$ cat src/include/cptc_regs.vh
// register map, field positions, reset values and timing constants of the charger protection block
`ifndef CPTC_REGS_VH
`define CPTC_REGS_VH

// register byte offsets
`define CPTC_REG_CTRL 8'h00
`define CPTC_REG_STATUS 8'h04
`define CPTC_REG_TIMER 8'h08
`define CPTC_REG_CURRENT 8'h0C

// control register fields and reset values
`define CPTC_CTRL_CAP_LSB 0
`define CPTC_CTRL_CAP_MSB 3
`define CPTC_CTRL_STEP_LSB 8
`define CPTC_CTRL_STEP_MSB 17
`define CPTC_CAP_RST 4'h1
`define CPTC_STEP_RST 10'h014

// status register bit positions
`define CPTC_ST_CHARGE 0
`define CPTC_ST_FAULT 1
`define CPTC_ST_TLOOP 2
`define CPTC_ST_TIMEOUT 3
`define CPTC_ST_OV 4
`define CPTC_ST_DIE_HOT 5
`define CPTC_ST_TEMP_FAULT 6
`define CPTC_ST_OVERCURRENT 7
`define CPTC_ST_TIMER_RUN 8

// charge phases reported by the charge control
`define CPTC_PH_IDLE 2'h0
`define CPTC_PH_TRICKLE 2'h1
`define CPTC_PH_CC 2'h2
`define CPTC_PH_CV 2'h3

// thermal loop current scale in thousandths of the programmed level
`define CPTC_SCALE_FULL 10'h3E8
`define CPTC_SCALE_TLOOP 10'h1B8

// path current ceilings in mA
`define CPTC_ADP_LIMIT_MAX_MA 11'h640
`define CPTC_USB_LIMIT_MAX_MA 11'h384

// timing: clock rate, recheck interval, watchdog tick and timeouts
`define CPTC_CLK_KHZ 125000
`define CPTC_RECHECK_MS 3000
`define CPTC_TICK_MS 1000
`define CPTC_CC_TIMEOUT_S 18'h02A30
`define CPTC_TRICKLE_DIV 3
`define CPTC_RECHECK_CYCLES (`CPTC_RECHECK_MS * `CPTC_CLK_KHZ)
`define CPTC_TICK_CYCLES (`CPTC_TICK_MS * `CPTC_CLK_KHZ)

`endif

$ cat src/verilog/cptc_top.v
// charger protection and supervision: thermal loop, charge watchdog, protection faults, current limits
//
// The placing of the registers and strobed register access were decided locally.
`timescale 1ns/100ps
`include "cptc_regs.vh"

module cptc_top #(
  parameter RECHECK_CYCLES = `CPTC_RECHECK_CYCLES,
  parameter TICK_CYCLES = `CPTC_TICK_CYCLES
) (
  // clock and reset
  input wire I_CLK,
  input wire I_RST_N,
  // register port
  input wire [7:0] i_addr,
  input wire [31:0] i_wdata,
  input wire i_wr,
  input wire i_rd,
  output reg [31:0] o_rdata,
  // charge control and supply state
  input wire i_enable,
  input wire i_adapter_input,
  input wire [1:0] i_charge_phase,
  input wire i_input_reduction,
  input wire i_batt_sharing,
  input wire i_timer_cap_pin_gnd,
  // protection comparators
  input wire i_die_temp_ctrl,
  input wire i_die_temp_limit,
  input wire i_battery_voltage_sense_ov,
  input wire i_temp_window_low,
  input wire i_temp_window_high,
  input wire i_thermistor_sense_gnd,
  // current settings and measurements in mA
  input wire [10:0] i_adapter_charge_set,
  input wire [10:0] i_usb_high_current_setting,
  input wire [10:0] i_adapter_limit_set,
  input wire [10:0] i_usb_limit_set,
  input wire [10:0] i_bat_current,
  input wire [10:0] i_out_current,
  // status and control outputs
  output reg o_charge_en,
  output reg [10:0] o_charge_current,
  output reg [10:0] o_path_limit,
  output reg o_overcurrent,
  output reg o_thermal_loop,
  output reg o_timer_expired,
  output reg o_fault_indicator
);

  function [10:0] min11;
    input [10:0] a;
    input [10:0] b;
    begin
      min11 = (a < b) ? a : b;
    end
  endfunction

  // timeout in ticks for a phase: cc/cv limit scales with the cap, trickle is (cc+cv)/8
  function [17:0] phase_limit;
    input [1:0] ph;
    input [3:0] cap;
    reg [21:0] cc;
    reg [22:0] tot;
    begin
      cc = `CPTC_CC_TIMEOUT_S * cap;
      tot = {cc, 1'b0};
      if (ph == `CPTC_PH_TRICKLE)
        phase_limit = tot[`CPTC_TRICKLE_DIV+17:`CPTC_TRICKLE_DIV];
      else
        phase_limit = cc[17:0];
    end
  endfunction

  reg [3:0] cap_scale_r;
  reg [9:0] step_r;
  reg tloop_active_r;
  reg [9:0] scale_r;
  reg [31:0] rchk_cnt_r;
  reg [1:0] phase_r;
  reg [31:0] tick_cnt_r;
  reg [17:0] timer_r;
  reg timeout_r;

  wire [10:0] prog_set;
  wire [10:0] path_lim;
  wire [10:0] charge_tgt;
  wire [20:0] scaled_prod;
  wire [20:0] scaled_div;
  wire [11:0] path_sum;
  wire [10:0] step_sum;
  wire temp_fault;
  wire shutdown;
  wire timer_hold;
  wire timer_run;
  wire [17:0] timer_limit;
  wire [31:0] status_word;

  // software writes: timing capacitor scale and thermal loop step
  always @(posedge I_CLK or negedge I_RST_N) begin
    if (!I_RST_N) begin
      cap_scale_r <= `CPTC_CAP_RST;
      step_r <= `CPTC_STEP_RST;
    end else if (i_wr && i_addr == `CPTC_REG_CTRL) begin
      cap_scale_r <= i_wdata[`CPTC_CTRL_CAP_MSB:`CPTC_CTRL_CAP_LSB];
      step_r <= i_wdata[`CPTC_CTRL_STEP_MSB:`CPTC_CTRL_STEP_LSB];
    end
  end

  // window comparators: safe when above the low bound and below the high bound
  // a grounded sense pin switches the monitor off entirely
  assign temp_fault = !i_thermistor_sense_gnd && (!i_temp_window_low || i_temp_window_high);
  assign shutdown = i_battery_voltage_sense_ov || i_die_temp_limit || temp_fault;

  // programmed level follows the active source
  assign prog_set = i_adapter_input ? i_adapter_charge_set : i_usb_high_current_setting;
  assign path_lim = i_adapter_input ? min11(i_adapter_limit_set, `CPTC_ADP_LIMIT_MAX_MA)
                                    : min11(i_usb_limit_set, `CPTC_USB_LIMIT_MAX_MA);
  // clamp only guards against a bad setting; the board is expected to keep the setting below the limit
  assign charge_tgt = min11(prog_set, path_lim);
  assign scaled_prod = charge_tgt * scale_r;
  assign scaled_div = scaled_prod / `CPTC_SCALE_FULL;
  assign path_sum = {1'b0, i_bat_current} + {1'b0, i_out_current};
  assign step_sum = {1'b0, scale_r} + {1'b0, step_r};

  // thermal loop: cut to 0.44 on entry, then climb one step per recheck while the die is cool
  always @(posedge I_CLK or negedge I_RST_N) begin
    if (!I_RST_N) begin
      tloop_active_r <= 1'b0;
      scale_r <= `CPTC_SCALE_FULL;
      rchk_cnt_r <= 32'h0;
    end else if (!i_enable) begin
      tloop_active_r <= 1'b0;
      scale_r <= `CPTC_SCALE_FULL;
      rchk_cnt_r <= 32'h0;
    end else if (!tloop_active_r) begin
      rchk_cnt_r <= 32'h0;
      if (i_die_temp_ctrl) begin
        tloop_active_r <= 1'b1;
        scale_r <= `CPTC_SCALE_TLOOP;
      end
    end else if (rchk_cnt_r == RECHECK_CYCLES - 1) begin
      rchk_cnt_r <= 32'h0;
      // still hot at a recheck: hold here, this is the equilibrium point
      if (!i_die_temp_ctrl) begin
        if (step_sum >= {1'b0, `CPTC_SCALE_FULL}) begin
          scale_r <= `CPTC_SCALE_FULL;
          tloop_active_r <= 1'b0;
        end else begin
          scale_r <= step_sum[9:0];
        end
      end
    end else begin
      rchk_cnt_r <= rchk_cnt_r + 32'h1;
    end
  end

  // watchdog: adapter only, pin not grounded, in a charge phase, paused by faults
  assign timer_hold = tloop_active_r || i_input_reduction || temp_fault || i_batt_sharing;
  assign timer_run = i_enable && i_adapter_input && !i_timer_cap_pin_gnd && (i_charge_phase != `CPTC_PH_IDLE) &&
                     !timer_hold && !timeout_r && !shutdown;
  assign timer_limit = phase_limit(i_charge_phase, cap_scale_r);

  always @(posedge I_CLK or negedge I_RST_N) begin
    if (!I_RST_N) begin
      phase_r <= `CPTC_PH_IDLE;
      tick_cnt_r <= 32'h0;
      timer_r <= 18'h0;
      timeout_r <= 1'b0;
    end else if (!i_enable) begin
      phase_r <= `CPTC_PH_IDLE;
      tick_cnt_r <= 32'h0;
      timer_r <= 18'h0;
      timeout_r <= 1'b0;
    end else begin
      phase_r <= i_charge_phase;
      if (phase_r != i_charge_phase) begin
        tick_cnt_r <= 32'h0;
        timer_r <= 18'h0;
      end else if (timer_run) begin
        if (tick_cnt_r == TICK_CYCLES - 1) begin
          tick_cnt_r <= 32'h0;
          timer_r <= timer_r + 18'h1;
          // a zero cap scale gives a zero limit; expire at the first tick rather than never
          if (timer_r + 18'h1 >= timer_limit)
            timeout_r <= 1'b1;
        end else begin
          tick_cnt_r <= tick_cnt_r + 32'h1;
        end
      end
    end
  end

  // registered outputs
  always @(posedge I_CLK or negedge I_RST_N) begin
    if (!I_RST_N) begin
      o_charge_en <= 1'b0;
      o_charge_current <= 11'h000;
      o_path_limit <= 11'h000;
      o_overcurrent <= 1'b0;
      o_thermal_loop <= 1'b0;
      o_timer_expired <= 1'b0;
      o_fault_indicator <= 1'b0;
    end else begin
      o_charge_en <= i_enable && (i_charge_phase != `CPTC_PH_IDLE) && !shutdown && !timeout_r;
      o_charge_current <= scaled_div[10:0];
      o_path_limit <= path_lim;
      o_overcurrent <= i_enable && (path_sum > {1'b0, path_lim});
      o_thermal_loop <= tloop_active_r;
      o_timer_expired <= timeout_r;
      // charge disabled shows no fault, like a sleeping charger
      o_fault_indicator <= i_enable && (i_battery_voltage_sense_ov || temp_fault || i_die_temp_limit ||
                                        timeout_r);
    end
  end

  assign status_word = {23'h0, timer_run, o_overcurrent, temp_fault, i_die_temp_limit,
                        i_battery_voltage_sense_ov, timeout_r, tloop_active_r, o_fault_indicator, o_charge_en};

  // read data stands only in the cycle after the strobe; unmapped addresses read zero
  always @(posedge I_CLK or negedge I_RST_N) begin
    if (!I_RST_N) begin
      o_rdata <= 32'h0;
    end else if (i_rd) begin
      case (i_addr)
        `CPTC_REG_CTRL: o_rdata <= {14'h0, step_r, 4'h0, cap_scale_r};
        `CPTC_REG_STATUS: o_rdata <= status_word;
        `CPTC_REG_TIMER: o_rdata <= {14'h0, timer_r};
        `CPTC_REG_CURRENT: o_rdata <= {5'h0, o_path_limit, 5'h0, o_charge_current};
        default: o_rdata <= 32'h0;
      endcase
    end else begin
      o_rdata <= 32'h0;
    end
  end

endmodule // cptc_top

$ cat config.mk
export PLATFORM = sky130hd
export DESIGN_NAME = cptc_top
export DESIGN_NICKNAME = d
export VERILOG_FILES = /design/src/verilog/cptc_top.v
export VERILOG_INCLUDE_DIRS = /design/src /design/src/include
export SDC_FILE = /design/constraint.sdc
export NUM_CORES = 1
export LEC_CHECK = 0
export BUFFER_PORTS_ARGS = -buffer_cell sky130_fd_sc_hd__buf_2
export CORE_ASPECT_RATIO = 2
export CORE_MARGIN = 3
export CORE_UTILIZATION = 55
export DETAILED_ROUTE_END_ITERATION = 10
export HOLD_SLACK_MARGIN = 0.05
export PLACE_DENSITY_LB_ADDON = 0.05
export SETUP_SLACK_MARGIN = 0.4
export SLEW_MARGIN = 15
export SYNTH_ARGS = -nofsm -noshare
export SYNTH_HDL_FRONTEND = slang
export SYNTH_SLANG_ARGS = --single-unit
$ cat constraint.sdc
create_clock -name I_CLK -period 23 [get_ports I_CLK]
set_input_delay 4.6 -clock I_CLK [delete_from_list [all_inputs] [get_ports I_CLK]]
set_output_delay 4.6 -clock I_CLK [all_outputs]
set_load 0.01 [all_outputs]
Word-level counts from Yosys, hierarchy flattened
Index checks and enable logic that the tools add are counted.

operators by class
  add/subtract/negate cells = 5
  multiply operators = 2
  divide/modulo/power cells = 1
  magnitude comparators = 6
  eq/ne operators = 16
  multiplexer cells = 37
  reduce and logical (&&, ||, !) cells = 33

operators by type and width
  operator                                                                        number
  32-bit 2-to-1 mux                                                               8
  27-bit one-hot mux with 4 select lines                                          1
  18-bit 2-to-1 mux                                                               5
  32-bit by 1-bit adder with 32-bit output, second input constant                 2
  10-bit 2-to-1 mux                                                               6
  11-bit 2-to-1 mux                                                               5
  32-bit by 27-bit == test with 1-bit output, second input constant               1
  32-bit by 29-bit == test with 1-bit output, second input constant               1
  21-bit by 10-bit divider with 21-bit output, second input constant              1
  11-bit by 10-bit multiplier with 21-bit output                                  1
  18-bit by 1-bit adder with 18-bit output, second input constant                 1
  18-bit >= comparator                                                            1
  8-bit by 4-bit == test with 1-bit output, second input constant                 2
  10-bit by 4-bit multiplier with 14-bit output, first input constant             1
  1-bit logical AND                                                               13
  11-bit by 11-bit adder with 12-bit output                                       1
  12-bit by 11-bit greater-than comparator with 1-bit output                      1
  10-bit by 10-bit adder with 11-bit output                                       1
  11-bit by 10-bit >= comparator with 1-bit output, second input constant         1
  11-bit by 10-bit less-than comparator with 1-bit output, second input constant  1
  11-bit less-than comparator                                                     1
  11-bit less-than comparator, second input constant                              1
  1-bit 2-to-1 mux                                                                11
  1-bit logical OR                                                                9
  15 further kinds                                                                24

word-level totals
  register bits after elaboration = 169
  input bits = 123
  output and inout bits = 59
  word-level logic and storage cells = 117

Depth between registers and ports, before layout
Gate-level depths: netlist of run 1.

  depth in word-level cells = 12
  mapped depth = 64

Worst setup path before layout of run 1
No wires, ideal clock.

  path type = input to register
  start = input port i_adapter_input
  end = register o_charge_current[0]
  arrival = 19.356 ns
  data required time = 22.880 ns
  setup slack = 3.523 ns
  cell stages on the path = 57
  buffers on the path = 7
  cells stage by stage = clkbuf_1 clkbuf_1 buf_1 mux2_2 ha_1 and4_1 o211ai_1 a211oi_1 a2111oi_2 clkbuf_1 mux2i_1 nand2_1 fa_1 inv_1 fa_1 inv_1 fa_1 inv_1 [21 not listed] o41ai_4 xnor2_2 or4_4 o41ai_2 o221a_2 a21oi_2 o211a_1 o31ai_4 mux2i_1 xnor2_1 and4_1 xnor2_1 clkinv_1 a31o_4 nand2b_4 a211oi_4 a31oi_1 a41o_1

on the way
  cells in the longest elaborated chain, start to end = 5
  elaborated cells on any way between the ends = 6
  classes of those cells = mul: 1; div: 1; order compare: 1; mux: 3

ends and longest elaborated chain
  what                                                            RTL line                        source
  from (decl)                                                     cptc_top.v:22                   input wire i_adapter_input,
  11-bit 2-to-1 mux (on tied branches)                            cptc_top.v:116, cptc_top.v:117
  11-bit less-than comparator                                     cptc_top.v:55                   min11 = (a < b) ? a : b;
  11-bit 2-to-1 mux *                                             cptc_top.v:55
  11-bit by 10-bit multiplier with 21-bit output *                cptc_top.v:121                  assign scaled_prod = charge_tgt * scale_r;
  21-bit by 10-bit divider with 21-bit output (no source line) *  --
  net scaled_div[0]                                               cptc_top.v:89                   wire [20:0] scaled_div;
  to (signal assigned)                                            cptc_top.v:206                  o_charge_current <= scaled_div[10:0];
  to (decl)                                                       cptc_top.v:43                   output reg [10:0] o_charge_current,

Mark *: on every way through the listed nets, which the timed path passes. The rest lies on a longest branch.
A chain may end at the register's enable or synchronous reset.

Worst setup path in the final report of run 1
  start = input port i_adapter_input
  end = register o_charge_current[0]

on the way
  cells in the longest elaborated chain, start to end = 5
  elaborated cells on any way between the ends = 6
  classes of those cells = mul: 1; div: 1; order compare: 1; mux: 3

ends and longest elaborated chain
  what                                                            RTL line        source
  11-bit 2-to-1 mux *                                             cptc_top.v:117  assign path_lim = i_adapter_input ? min11(i_adapter_limit_set, `CPTC_ADP_LIMIT_MAX_MA)
  net path_lim[1]                                                 cptc_top.v:86   wire [10:0] path_lim;
  11-bit less-than comparator                                     cptc_top.v:55
  11-bit 2-to-1 mux *                                             cptc_top.v:55
  11-bit by 10-bit multiplier with 21-bit output *                cptc_top.v:121
  21-bit by 10-bit divider with 21-bit output (no source line) *  --
  net scaled_div[0]                                               cptc_top.v:89

Marked as above.

==> results of run 1 <==
registers in the layout, summed over array words and instances (netlist names):
| name | flops |
|---|---|
| rchk_cnt_r | 32 |
| tick_cnt_r | 32 |
| o_rdata | 27 |
| timer_r | 18 |
| o_charge_current | 11 |
| o_path_limit | 11 |
| scale_r | 10 |
| step_r | 10 |
| cap_scale_r | 4 |
| phase_r | 2 |
| o_charge_en | 1 |
| o_fault_indicator | 1 |
| o_overcurrent | 1 |
| o_thermal_loop | 1 |
| o_timer_expired | 1 |
| timeout_r | 1 |
| tloop_active_r | 1 |
metal layers:
layer | global-route usage (%) | share of wire (%) | routed length (um)
met1 | 27.1 | 35 | 15800
met2 | 56.8 | 58 | 26300
met3 | 2.09 | 1.7 | 748
met4 | 13.5 | 4.9 | 2220
met5 | 0 | 0 | 0
cell usage in the layout (no fill, tap or decap), types with 14 or more instances in the layout:
master	instances
sky130_fd_sc_hd__nor2b_1	20
sky130_fd_sc_hd__clkbuf_16	17
sky130_fd_sc_hd__a21oi_1	87
sky130_fd_sc_hd__mux2_2	41
sky130_fd_sc_hd__xor2_1	89
sky130_fd_sc_hd__o21a_1	17
sky130_fd_sc_hd__a22oi_1	14
sky130_fd_sc_hd__nor3_1	41
sky130_fd_sc_hd__or3_1	15
sky130_fd_sc_hd__o211ai_1	16
sky130_fd_sc_hd__nand3_1	57
sky130_fd_sc_hd__dfrtp_1	155
sky130_fd_sc_hd__and3_1	40
sky130_fd_sc_hd__xnor2_1	67
sky130_fd_sc_hd__fa_1	73
sky130_fd_sc_hd__inv_1	116
sky130_fd_sc_hd__nand4_1	35
sky130_fd_sc_hd__nand2_1	163
sky130_fd_sc_hd__buf_4	14
sky130_fd_sc_hd__and2_1	90
sky130_fd_sc_hd__a31oi_1	23
sky130_fd_sc_hd__buf_2	157
sky130_fd_sc_hd__a21o_1	30
sky130_fd_sc_hd__o21ai_0	55
sky130_fd_sc_hd__nor2_1	174
sky130_fd_sc_hd__ha_1	130
sky130_fd_sc_hd__mux2i_1	27
stage by stage:
step	utilization, %	area, sq um
after global placement	59.9	17800
after floorplan	-	16800
final	62.2	18500
after CTS	62.2	18500
after detailed placement	59.9	17800
after global routing	62.2	18500
repair_timing:
action	in CTS	in global routing
resized for setup	0	2
setup endpoints to repair	0	2
buffers inserted	0	0
worst max-delay path, delay by kind of cell:
family          cells  cell delay (ns)
compound gates     24             8.01
fa+ha+maj           7             3.26
mux                 5             2.18
xor+xnor            4             1.43
simple gates        7             1.41
buf+inv             6             0.98
kinds of logic after synthesis:
family	after synthesis	share of synthesized area [%]
other	1	0.0224
buffers and inverters	192	4.64
AOI/OAI and AO/OA	394	17.1
DFF	164	24.6
and+or+nand+nor	698	20.9
muxes	75	5.26
xor gates and xnor gates	163	8.79
adders and majority gates	208	18.7
how the worst max path moves through the flow:
stage | from | to | slack [ns] | cells after the start
after global routing | i_adapter_input | o_charge_current[0] | 0.45 | 54
after detailed placement | i_adapter_input | o_charge_current[0] | 0.82 | 54
final | i_adapter_input | o_charge_current[0] | 1.42 | 53
after CTS | i_adapter_input | o_charge_current[0] | 1.21 | 54
after floorplan | i_adapter_input | o_charge_current[0] | 3.52 | 57
after global placement | i_adapter_input | o_charge_current[0] | 0.96 | 53
cell type report:
cell class / instances / area (sq um)
multi-input cells: 1543 / 11900
clock buffers: 20 / 467
clock inverters: 11 / 220
inverters: 118 / 443
well taps: 364 / 455
flip-flops and latches: 164 / 4120
fillers: 2667 / 11200
repair buffers: 172 / 902
==> summary.txt, run 1 <==
Worst setup path
  – Worst stage delay on the critical path: 0.68 ns
  – Critical path type: in -> reg
  – Number of cells on the worst reg-to-reg path: 41
  – Worst Setup End Kind: flip-flop
  – Kind of start point of the critical path: input pin
  – Data required time of the worst path: 23.37 ns
  – Cell with the most instances on the worst path: sky130_fd_sc_hd__fa_1
  – WP data arrival: 21.95 ns
  – Critical R2R Capture: o_charge_current[0]
  – Standard cell with the maximum stage delay on the critical path: sky130_fd_sc_hd__a2111oi_2
  – R2r setup slk: 8.44 ns
  – Highest fanout seen on the critical path: 25
  – Reg-to-reg startpoint: scale_r[9]

Floorplanning
  – Number of placed I/O pins: 182
  – Std-Cell Rows: 89
  – Floorplan die area: 0.0327 sq mm
  – Starting density of the core: 56.4%
  – Die Span X: 129 um
  – Die height: 253 um
  – Floorplan Core Area: 0.0297 sq mm

STA
  – Worst slew slack as a fraction of its limit: 21.4%
  – RSZ-0062 raised after global routing: no
  – Final period util: 93.8%
  – Final Skew: 0.00968 ns
  – Minimum hold slack: 0.476 ns
  – Achievable frequency: 46.3 MHz
  – Final Max Tran Viols: 0
  – Total of endpoints with negative setup slack in the final report: 0
  – Total count of hold-check failures in the final report: 0
  – Setup slack after layout: 1.42 ns
  – Actual slew at the worst max-slew pin: 1.16 ns
  – Min Tclk post-route: 21.58 ns
  – Sum of negative setup slack: 0 ns

Placed design
  – Final weighted congestion in routability-driven placement: 0.918
  – Buffers on Ports: 158
  – Cell Count Post-Placement: 2361
  – DP Wirelength: 36600 um
  – Setup Slack @ Placement: 0.822 ns

Clocking
  – H-tree depth reported by CTS: 4
  – CTS buffer count: 17
  – TritonCTS clock tree: built
  – Clock sink count: 164
  – Maximum buffer depth of the clock tree: 2
  – Clock latency at the later pin of the worst-skew pair: 0.43 ns
  – Clock Tree Root: sky130_fd_sc_hd__clkbuf_16
  – Number of hold-repair buffers added at the cts stage: 0
  – CTS clk-pin slew, worst paths: 0.06 ns

Global route
  – Initial antenna violation count: 0
  – Pin count of the biggest net entering global routing: 93
  – Number of global-route vias before repair: 15200
  – Wire length of the first global-routing pass: 73600 um
  – Final global-route overflow total: 0
  – Global-route usage over all layers: 27.9%

Drt
  – Total Routed Length: 45100 um
  – Mean routed wirelength per cell: 18.9 um
  – Routed vias/inst: 6.06
  – DR vias: 14500
  – Residual DRC: 0
  – DRT Pass-1 Iters: 5
  – Antenna Violating Nets Remaining: 0
  – Iteration-0 DRC Markers: 535

Logic synthesis
  – Cell type with the largest total area after synthesis: sky130_fd_sc_hd__dfrtp_1
  – Sequential share of the synthesized area: 24.6%
  – Dominant cell by count in the synthesized netlist: sky130_fd_sc_hd__nor2_1
  – Library cells used by synthesis: 113
  – Synthesis Warnings: 0
  – Cell area after synthesis: 0.0168 sq mm
  – Number of synthesized flops with an enable pin: 0
  – Post-synthesis area per instance: 8.84 sq um
  – Cell types with the largest area share after synthesis: sky130_fd_sc_hd__dfrtp_1 23%, sky130_fd_sc_hd__ha_1 9.7%, sky130_fd_sc_hd__fa_1 8.7%
  – Async set or reset register ratio after synthesis: 100%
  – Post-synthesis cell count: 1895
  – Portion of synthesized cell area occupied by the leading cell type: 23.1%
  – Flip-flop and latch count after synthesis: 164
  – Most frequently used flop master after synthesis: sky130_fd_sc_hd__dfrtp_1
  – Top cell types by occurrence after synthesis: 174 x sky130_fd_sc_hd__nor2_1, 163 x sky130_fd_sc_hd__nand2_1, 155 x sky130_fd_sc_hd__dfrtp_1, 130 x sky130_fd_sc_hd__ha_1, 116 x sky130_fd_sc_hd__inv_1

Cells and area
  – Number of nets in the layout: 2342
  – Diodes inserted: 0
  – Layout area overhead: 10.4%
  – Fraction of final layout cells sized beyond drive strength 1: 15.7%
  – Final instance count without filler cells: 2392

Min path
  – Hold-critical path endpoint: o_rdata[23]
  – Type of the tightest min-delay check: reg -> reg
  – Hold path startpoint: o_path_limit[7]
  – Number of cells on the worst hold path: 1

Outcome
  – Outcome: finished clean

Flow run
  – Max-cap check violation count: 0
Power of run 1 is left out: the tool's default activity adds up to more than one toggle a clock period on the data nets, which glitch-free logic cannot reach.
==> run 2: changes to the inputs <==
--- a/config.mk
+++ b/config.mk
@@ -14,7 +14,7 @@
 export HOLD_SLACK_MARGIN = 0.05
 export PLACE_DENSITY_LB_ADDON = 0.05
 export SETUP_SLACK_MARGIN = 0.4
-export SLEW_MARGIN = 15
+export SKIP_CTS_REPAIR_TIMING = 1
 export SYNTH_ARGS = -nofsm -noshare
 export SYNTH_HDL_FRONTEND = slang
 export SYNTH_SLANG_ARGS = --single-unit
==> constraint.sdc (replaced) <==
create_clock -name I_CLK -period 23 [get_ports I_CLK]
set_input_delay 2.3 -clock I_CLK [delete_from_list [all_inputs] [get_ports I_CLK]]
set_output_delay 2.3 -clock I_CLK [all_outputs]
set_load 0.01 [all_outputs]
==> summary.txt, run 2 (same netlist as run 1, synthesis figures left out) <==
Worst setup path
  – Kind of start point of the critical path: input pin
  – Highest fanout seen on the critical path: 25 (unchanged)
  – Critical path type: in -> reg
  – Cell with the most instances on the worst path: sky130_fd_sc_hd__inv_1
  – Worst path bufs/invs: 7 (+1)
  – Critical path's top delay family: compound AO/OA/AOI/OAI gates
  – WP data arrival: 20.03 ns (-1.92 ns)
  – Worst stage delay on the critical path: 0.87 ns (+0.19 ns)
  – Number of cells on the worst reg-to-reg path: 39 (-4.9%)
  – Data required time of the worst path: 23.37 ns (about the same)
  – Worst Setup End Kind: flip-flop
  – Standard cell with the maximum stage delay on the critical path: sky130_fd_sc_hd__mux2i_1
  – Crit path depth: 54 (+1.9%)

Floorplanning
  – Floorplan Core Area: 0.0297 sq mm (unchanged)
  – Die height: 253 um (unchanged)
  – Number of placed I/O pins: 182 (unchanged)
  – Floorplan die area: 0.0327 sq mm (unchanged)
  – Std-Cell Rows: 89 (unchanged)
  – Starting density of the core: 56.4% (unchanged)
  – Die Span X: 129 um (unchanged)

Drt
  – Total Routed Length: 45200 um (+0.13%)
  – Iteration-0 DRC Markers: 595 (+11%)
  – DRT Pass-1 Iters: 5 (unchanged)
  – Mean routed wirelength per cell: 18.9 um (+0.26%)
  – DR vias: 14500 (-0.12%)
  – Antenna Violating Nets Remaining: 0 (unchanged)
  – Residual DRC: 0 (unchanged)
  – Routed vias/inst: 6.06 (about the same)

STA
  – Sum of negative setup slack: 0 ns (unchanged)
  – Final Skew: 0.00729 ns (-0.00238 ns)
  – Achievable frequency: 50.9 MHz (+9.8%)
  – Actual slew at the worst max-slew pin: 1.22 ns (+0.0509 ns)
  – RSZ-0062 raised after global routing: no
  – Setup slack after layout: 3.35 ns (+1.93 ns)
  – Min Tclk post-route: 19.65 ns (-1.93 ns)
  – Worst slew slack as a fraction of its limit: 18.8% (-2.6 points)
  – Total of endpoints with negative setup slack in the final report: 0 (unchanged)
  – Final Max Tran Viols: 0 (unchanged)
  – Total count of hold-check failures in the final report: 0 (unchanged)
  – Final period util: 85.5% (-8.4 points)

Clocking
  – Clock sink count: 164 (unchanged)
  – Maximum buffer depth of the clock tree: 2 (unchanged)
  – CTS clk-pin slew, worst paths: 0.06 ns (about the same)
  – Clock Tree Root: sky130_fd_sc_hd__clkbuf_16
  – H-tree depth reported by CTS: 4 (unchanged)
  – Clock latency at the later pin of the worst-skew pair: 0.44 ns (about the same)
  – TritonCTS clock tree: built
  – CTS buffer count: 17 (unchanged)

Cells and area
  – Number of nets in the layout: 2338 (-0.17%)
  – Layout area overhead: 9.39%
  – Most common cell after layout, fill and taps aside: sky130_fd_sc_hd__nor2_1
  – Diodes inserted: 0 (unchanged)
  – Final instance count without filler cells: 2389 (-0.13%)
  – Fill count: 2634 (-1.2%)
  – Fraction of final layout cells sized beyond drive strength 1: 15.3% (-0.42 points)
  – Most used cells in the layout excluding fill and tap cells: 174 x sky130_fd_sc_hd__nor2_1, 163 x sky130_fd_sc_hd__nand2_1, 157 x sky130_fd_sc_hd__buf_2, 155 x sky130_fd_sc_hd__dfrtp_1, 130 x sky130_fd_sc_hd__ha_1
  – Biggest regs: rchk_cnt_r (32), tick_cnt_r (32), o_rdata (27)
  – Post-route cell area: 0.0183 sq mm (-0.93%)

Flow run
  – Max-cap check violation count: 0 (unchanged)

Placed design
  – Buffers on Ports: 158 (unchanged)
  – DP Wirelength: 36600 um (about the same)
  – Setup Slack @ Placement: 3.05 ns (+2.23 ns)
  – Placed cell area: 0.0178 sq mm (-0.17%)
  – Final weighted congestion in routability-driven placement: 0.917 (-0.15%)
  – Cell Count Post-Placement: 2357 (-0.17%)

Min path
  – Number of cells on the worst hold path: 1 (unchanged)
  – Type of the tightest min-delay check: reg -> reg

Global route
  – Final global-route overflow total: 0 (unchanged)
  – Pin count of the biggest net entering global routing: 93 (unchanged)
  – Number of global-route vias before repair: 15100 (-0.26%)
  – Initial antenna violation count: 0 (unchanged)
  – Wire length of the first global-routing pass: 73600 um (about the same)
  – Global-route usage over all layers: 28.0% (+0.14 points)

Outcome
  – Outcome: finished clean
[run 2: routing by layer]
metal	vias up	global-route usage [%]	wire (um)
li1	6924	-	-
met1	7121	27.8	15600
met2	325	56.5	26500
met3	113	2.60	1090
met4	0	12.7	1920
met5	-	0	0
[run 2: final timing paths]
| check | slack [ns] | to | start |
|---|---|---|---|
| worst min-delay path | 0.47 | o_rdata[23] | o_path_limit[7] |
| worst max register to register | 7.92 | o_charge_current[0] | scale_r[7] |
| min in group asynchronous | 1.90 | rchk_cnt_r[15] | I_RST_N |
| worst max-delay path | 3.35 | o_charge_current[0] | i_adapter_input |
| worst min register to register | 0.47 | o_rdata[23] | o_path_limit[7] |
| max in group asynchronous | 19.55 | cap_scale_r[2] | I_RST_N |
[run 2: final cells by class]
type                            count  area (sq um)  area share, %
Multi-Input combinational cell   1543         11900           64.8
Sequential cell                   164          4120           22.4
Timing Repair Buffer              168           872           4.76
Clock buffer                       22           464           2.53
Tap cell                          364           455           2.48
Inverter                          118           443           2.42
Clock inverter                     10          97.6          0.532
[run 2: stage by stage]
step	util, %	hold slack, ns
final	61.7	0.468
after global routing	61.7	0.480
after CTS	61.7	0.472
after detailed placement	59.8	0.461
after global placement	59.8	0.463
after floorplan	-	0.382
Power of run 2 is left out for the same reason.
==> run 3: changes to the inputs <==
--- a/config.mk
+++ b/config.mk
@@ -12,7 +12,7 @@
 export CORE_UTILIZATION = 55
 export DETAILED_ROUTE_END_ITERATION = 10
 export HOLD_SLACK_MARGIN = 0.05
-export PLACE_DENSITY_LB_ADDON = 0.05
+export PLACE_DENSITY = 0.74
 export SETUP_SLACK_MARGIN = 0.4
 export SKIP_CTS_REPAIR_TIMING = 1
 export SYNTH_ARGS = -nofsm -noshare
==> summary.txt, run 3 (same netlist as run 1, synthesis figures left out) <==
Global route
  – Initial antenna violation count: 0 (unchanged)
  – GR Layer Usage met2: 55.0% (-1.5 points)
  – Final global-route overflow total: 0 (unchanged)
  – Busiest grt layer: met2
  – Global-route usage over all layers: 27.7% (-0.36 points)
  – Met1 layer usage reported by global route: 27.3% (-0.47 points)
  – Global routing usage on met3: 2.85% (+0.25 points)
  – Number of global-route vias before repair: 15300 (+0.97%)
  – Pin count of the biggest net entering global routing: 111 (+19%)
  – Wire length of the first global-routing pass: 73700 um (+0.15%)

STA
  – Final Skew: 0.00986 ns (+0.00257 ns)
  – Final Max Tran Viols: 0 (unchanged)
  – Final period util: 85.5% (about the same)
  – Total of endpoints with negative setup slack in the final report: 0 (unchanged)
  – Total count of hold-check failures in the final report: 0 (unchanged)
  – Sum of negative setup slack: 0 ns (unchanged)
  – Min Tclk post-route: 19.66 ns (+0.00873 ns)
  – Worst slew slack as a fraction of its limit: 19.3% (+0.56 points)
  – Actual slew at the worst max-slew pin: 1.21 ns (-0.00845 ns)
  – RSZ-0062 raised after global routing: no
  – Achievable frequency: 50.9 MHz (about the same)

Drt
  – Residual DRC: 0 (unchanged)
  – Routed vias/inst: 6.16 (+1.7%)
  – Total Routed Length: 44500 um (-1.4%)
  – Iteration-0 DRC Markers: 636 (+6.9%)
  – DR vias: 14700 (+1.6%)
  – Mean routed wirelength per cell: 18.7 um (-1.3%)
  – Antenna Violating Nets Remaining: 0 (unchanged)
  – DRT Pass-1 Iters: 6 (+1)

Worst setup path
  – Standard cell with the maximum stage delay on the critical path: sky130_fd_sc_hd__mux2i_1
  – WP data arrival: 20.04 ns (about the same)
  – Data required time of the worst path: 23.38 ns (about the same)
  – Worst Setup End Kind: flip-flop
  – Cell with the most instances on the worst path: sky130_fd_sc_hd__inv_1
  – Worst stage delay on the critical path: 0.79 ns (-0.08 ns)
  – Critical path type: in -> reg
  – Highest fanout seen on the critical path: 25 (unchanged)
  – Kind of start point of the critical path: input pin

Clocking
  – Clock sink count: 164 (unchanged)
  – Maximum buffer depth of the clock tree: 2 (unchanged)
  – CTS buffer count: 17 (unchanged)
  – Clock Tree Root: sky130_fd_sc_hd__clkbuf_16
  – TritonCTS clock tree: built
  – CTS clk-pin slew, worst paths: 0.07 ns (about the same)
  – H-tree depth reported by CTS: 4 (unchanged)
  – Clock latency at the later pin of the worst-skew pair: 0.44 ns (about the same)

Floorplanning
  – Die Span X: 129 um (unchanged)
  – Floorplan Core Area: 0.0297 sq mm (unchanged)
  – Die height: 253 um (unchanged)
  – Starting density of the core: 56.4% (unchanged)
  – Number of placed I/O pins: 182 (unchanged)
  – Floorplan die area: 0.0327 sq mm (unchanged)
  – Std-Cell Rows: 89 (unchanged)

Cells and area
  – Most used cells in the layout excluding fill and tap cells: 174 x sky130_fd_sc_hd__nor2_1, 163 x sky130_fd_sc_hd__nand2_1, 157 x sky130_fd_sc_hd__buf_2, 155 x sky130_fd_sc_hd__dfrtp_1, 130 x sky130_fd_sc_hd__ha_1
  – Number of nets in the layout: 2337 (-0.043%)
  – Most common cell after layout, fill and taps aside: sky130_fd_sc_hd__nor2_1
  – Fraction of final layout cells sized beyond drive strength 1: 15.4% (+0.11 points)
  – Biggest regs: rchk_cnt_r (32), tick_cnt_r (32), o_rdata (27)
  – Diodes inserted: 0 (unchanged)
  – Layout area overhead: 9.67%

Placed design
  – DP Wirelength: 35700 um (-2.5%)
  – Final weighted congestion in routability-driven placement: 0.951 (+3.7%)
  – Buffers on Ports: 158 (unchanged)

Flow run
  – Max-cap check violation count: 0 (unchanged)

Min path
  – Type of the tightest min-delay check: reg -> reg

Outcome
  – Outcome: finished clean
==> run 3: changes by cell type in the layout (fill, tap and decap cells not counted), sizes merged <==
cell / before / now
clkbuf: 22 / 17
bufinv: 1 / 2
buf: 168 / 167
clkinvlp: 3 / 2
inv: 119 / 124
==> run 3: final cells by class <==
class	instances	area, sq um
Clock buffer	17	425
Clock inverter	15	190
Fill cell	2577	11400
Inverter	118	443
Multi-Input combinational cell	1543	11900
Sequential cell	164	4120
Tap cell	364	455
Timing Repair Buffer	167	865
==> run 3: per-layer routing <==
metal  part of all wire, %  wire length, um
met5                     0                0
met4                   5.0             2230
met3                   2.8             1260
met2                    58            25700
met1                    35            15400
==> run 3: final timing paths <==
check / from / to / slack [ns] / cells after the start
setup / recovery: i_adapter_input / o_charge_current[0] / 3.34 / 55
hold / removal: o_path_limit[4] / o_rdata[20] / 0.48 / 1
setup reg to reg: scale_r[9] / o_charge_current[0] / 7.91 / 41
hold reg to reg: o_path_limit[4] / o_rdata[20] / 0.48 / 1
max in group asynchronous: I_RST_N / o_charge_current[5] / 19.71 / 2
min in group asynchronous: I_RST_N / rchk_cnt_r[8] / 1.99 / 1
==> run 3: critical path, delay by kind of cell <==
family	cells	cell delay [ns]
AOI/OAI and AO/OA	26	8.18
buffers and inverters	7	0.66
muxes	4	2.04
xor gates and xnor gates	4	1.23
and+or+nand+nor	7	2.33
adders and majority gates	7	3.27
==> run 3: through the flow <==
stage | hold WS, ns | setup WS (ns) | instances | area [sq um] | util (%)
6_report | 0.480 | 3.34 | 2388 | 18400 | 61.8
5_1_grt | 0.503 | 2.04 | 2388 | 18400 | 61.8
4_1_cts | 0.480 | 3.61 | 2388 | 18400 | 61.8
3_5_place_dp | 0.463 | 3.19 | 2356 | 17800 | 59.7
3_3_place_gp | 0.461 | 3.50 | 2356 | 17800 | 59.7
2_1_floorplan | 0.382 | 5.82 | 1899 | 16800 | -
Power of run 3 is left out for the same reason.
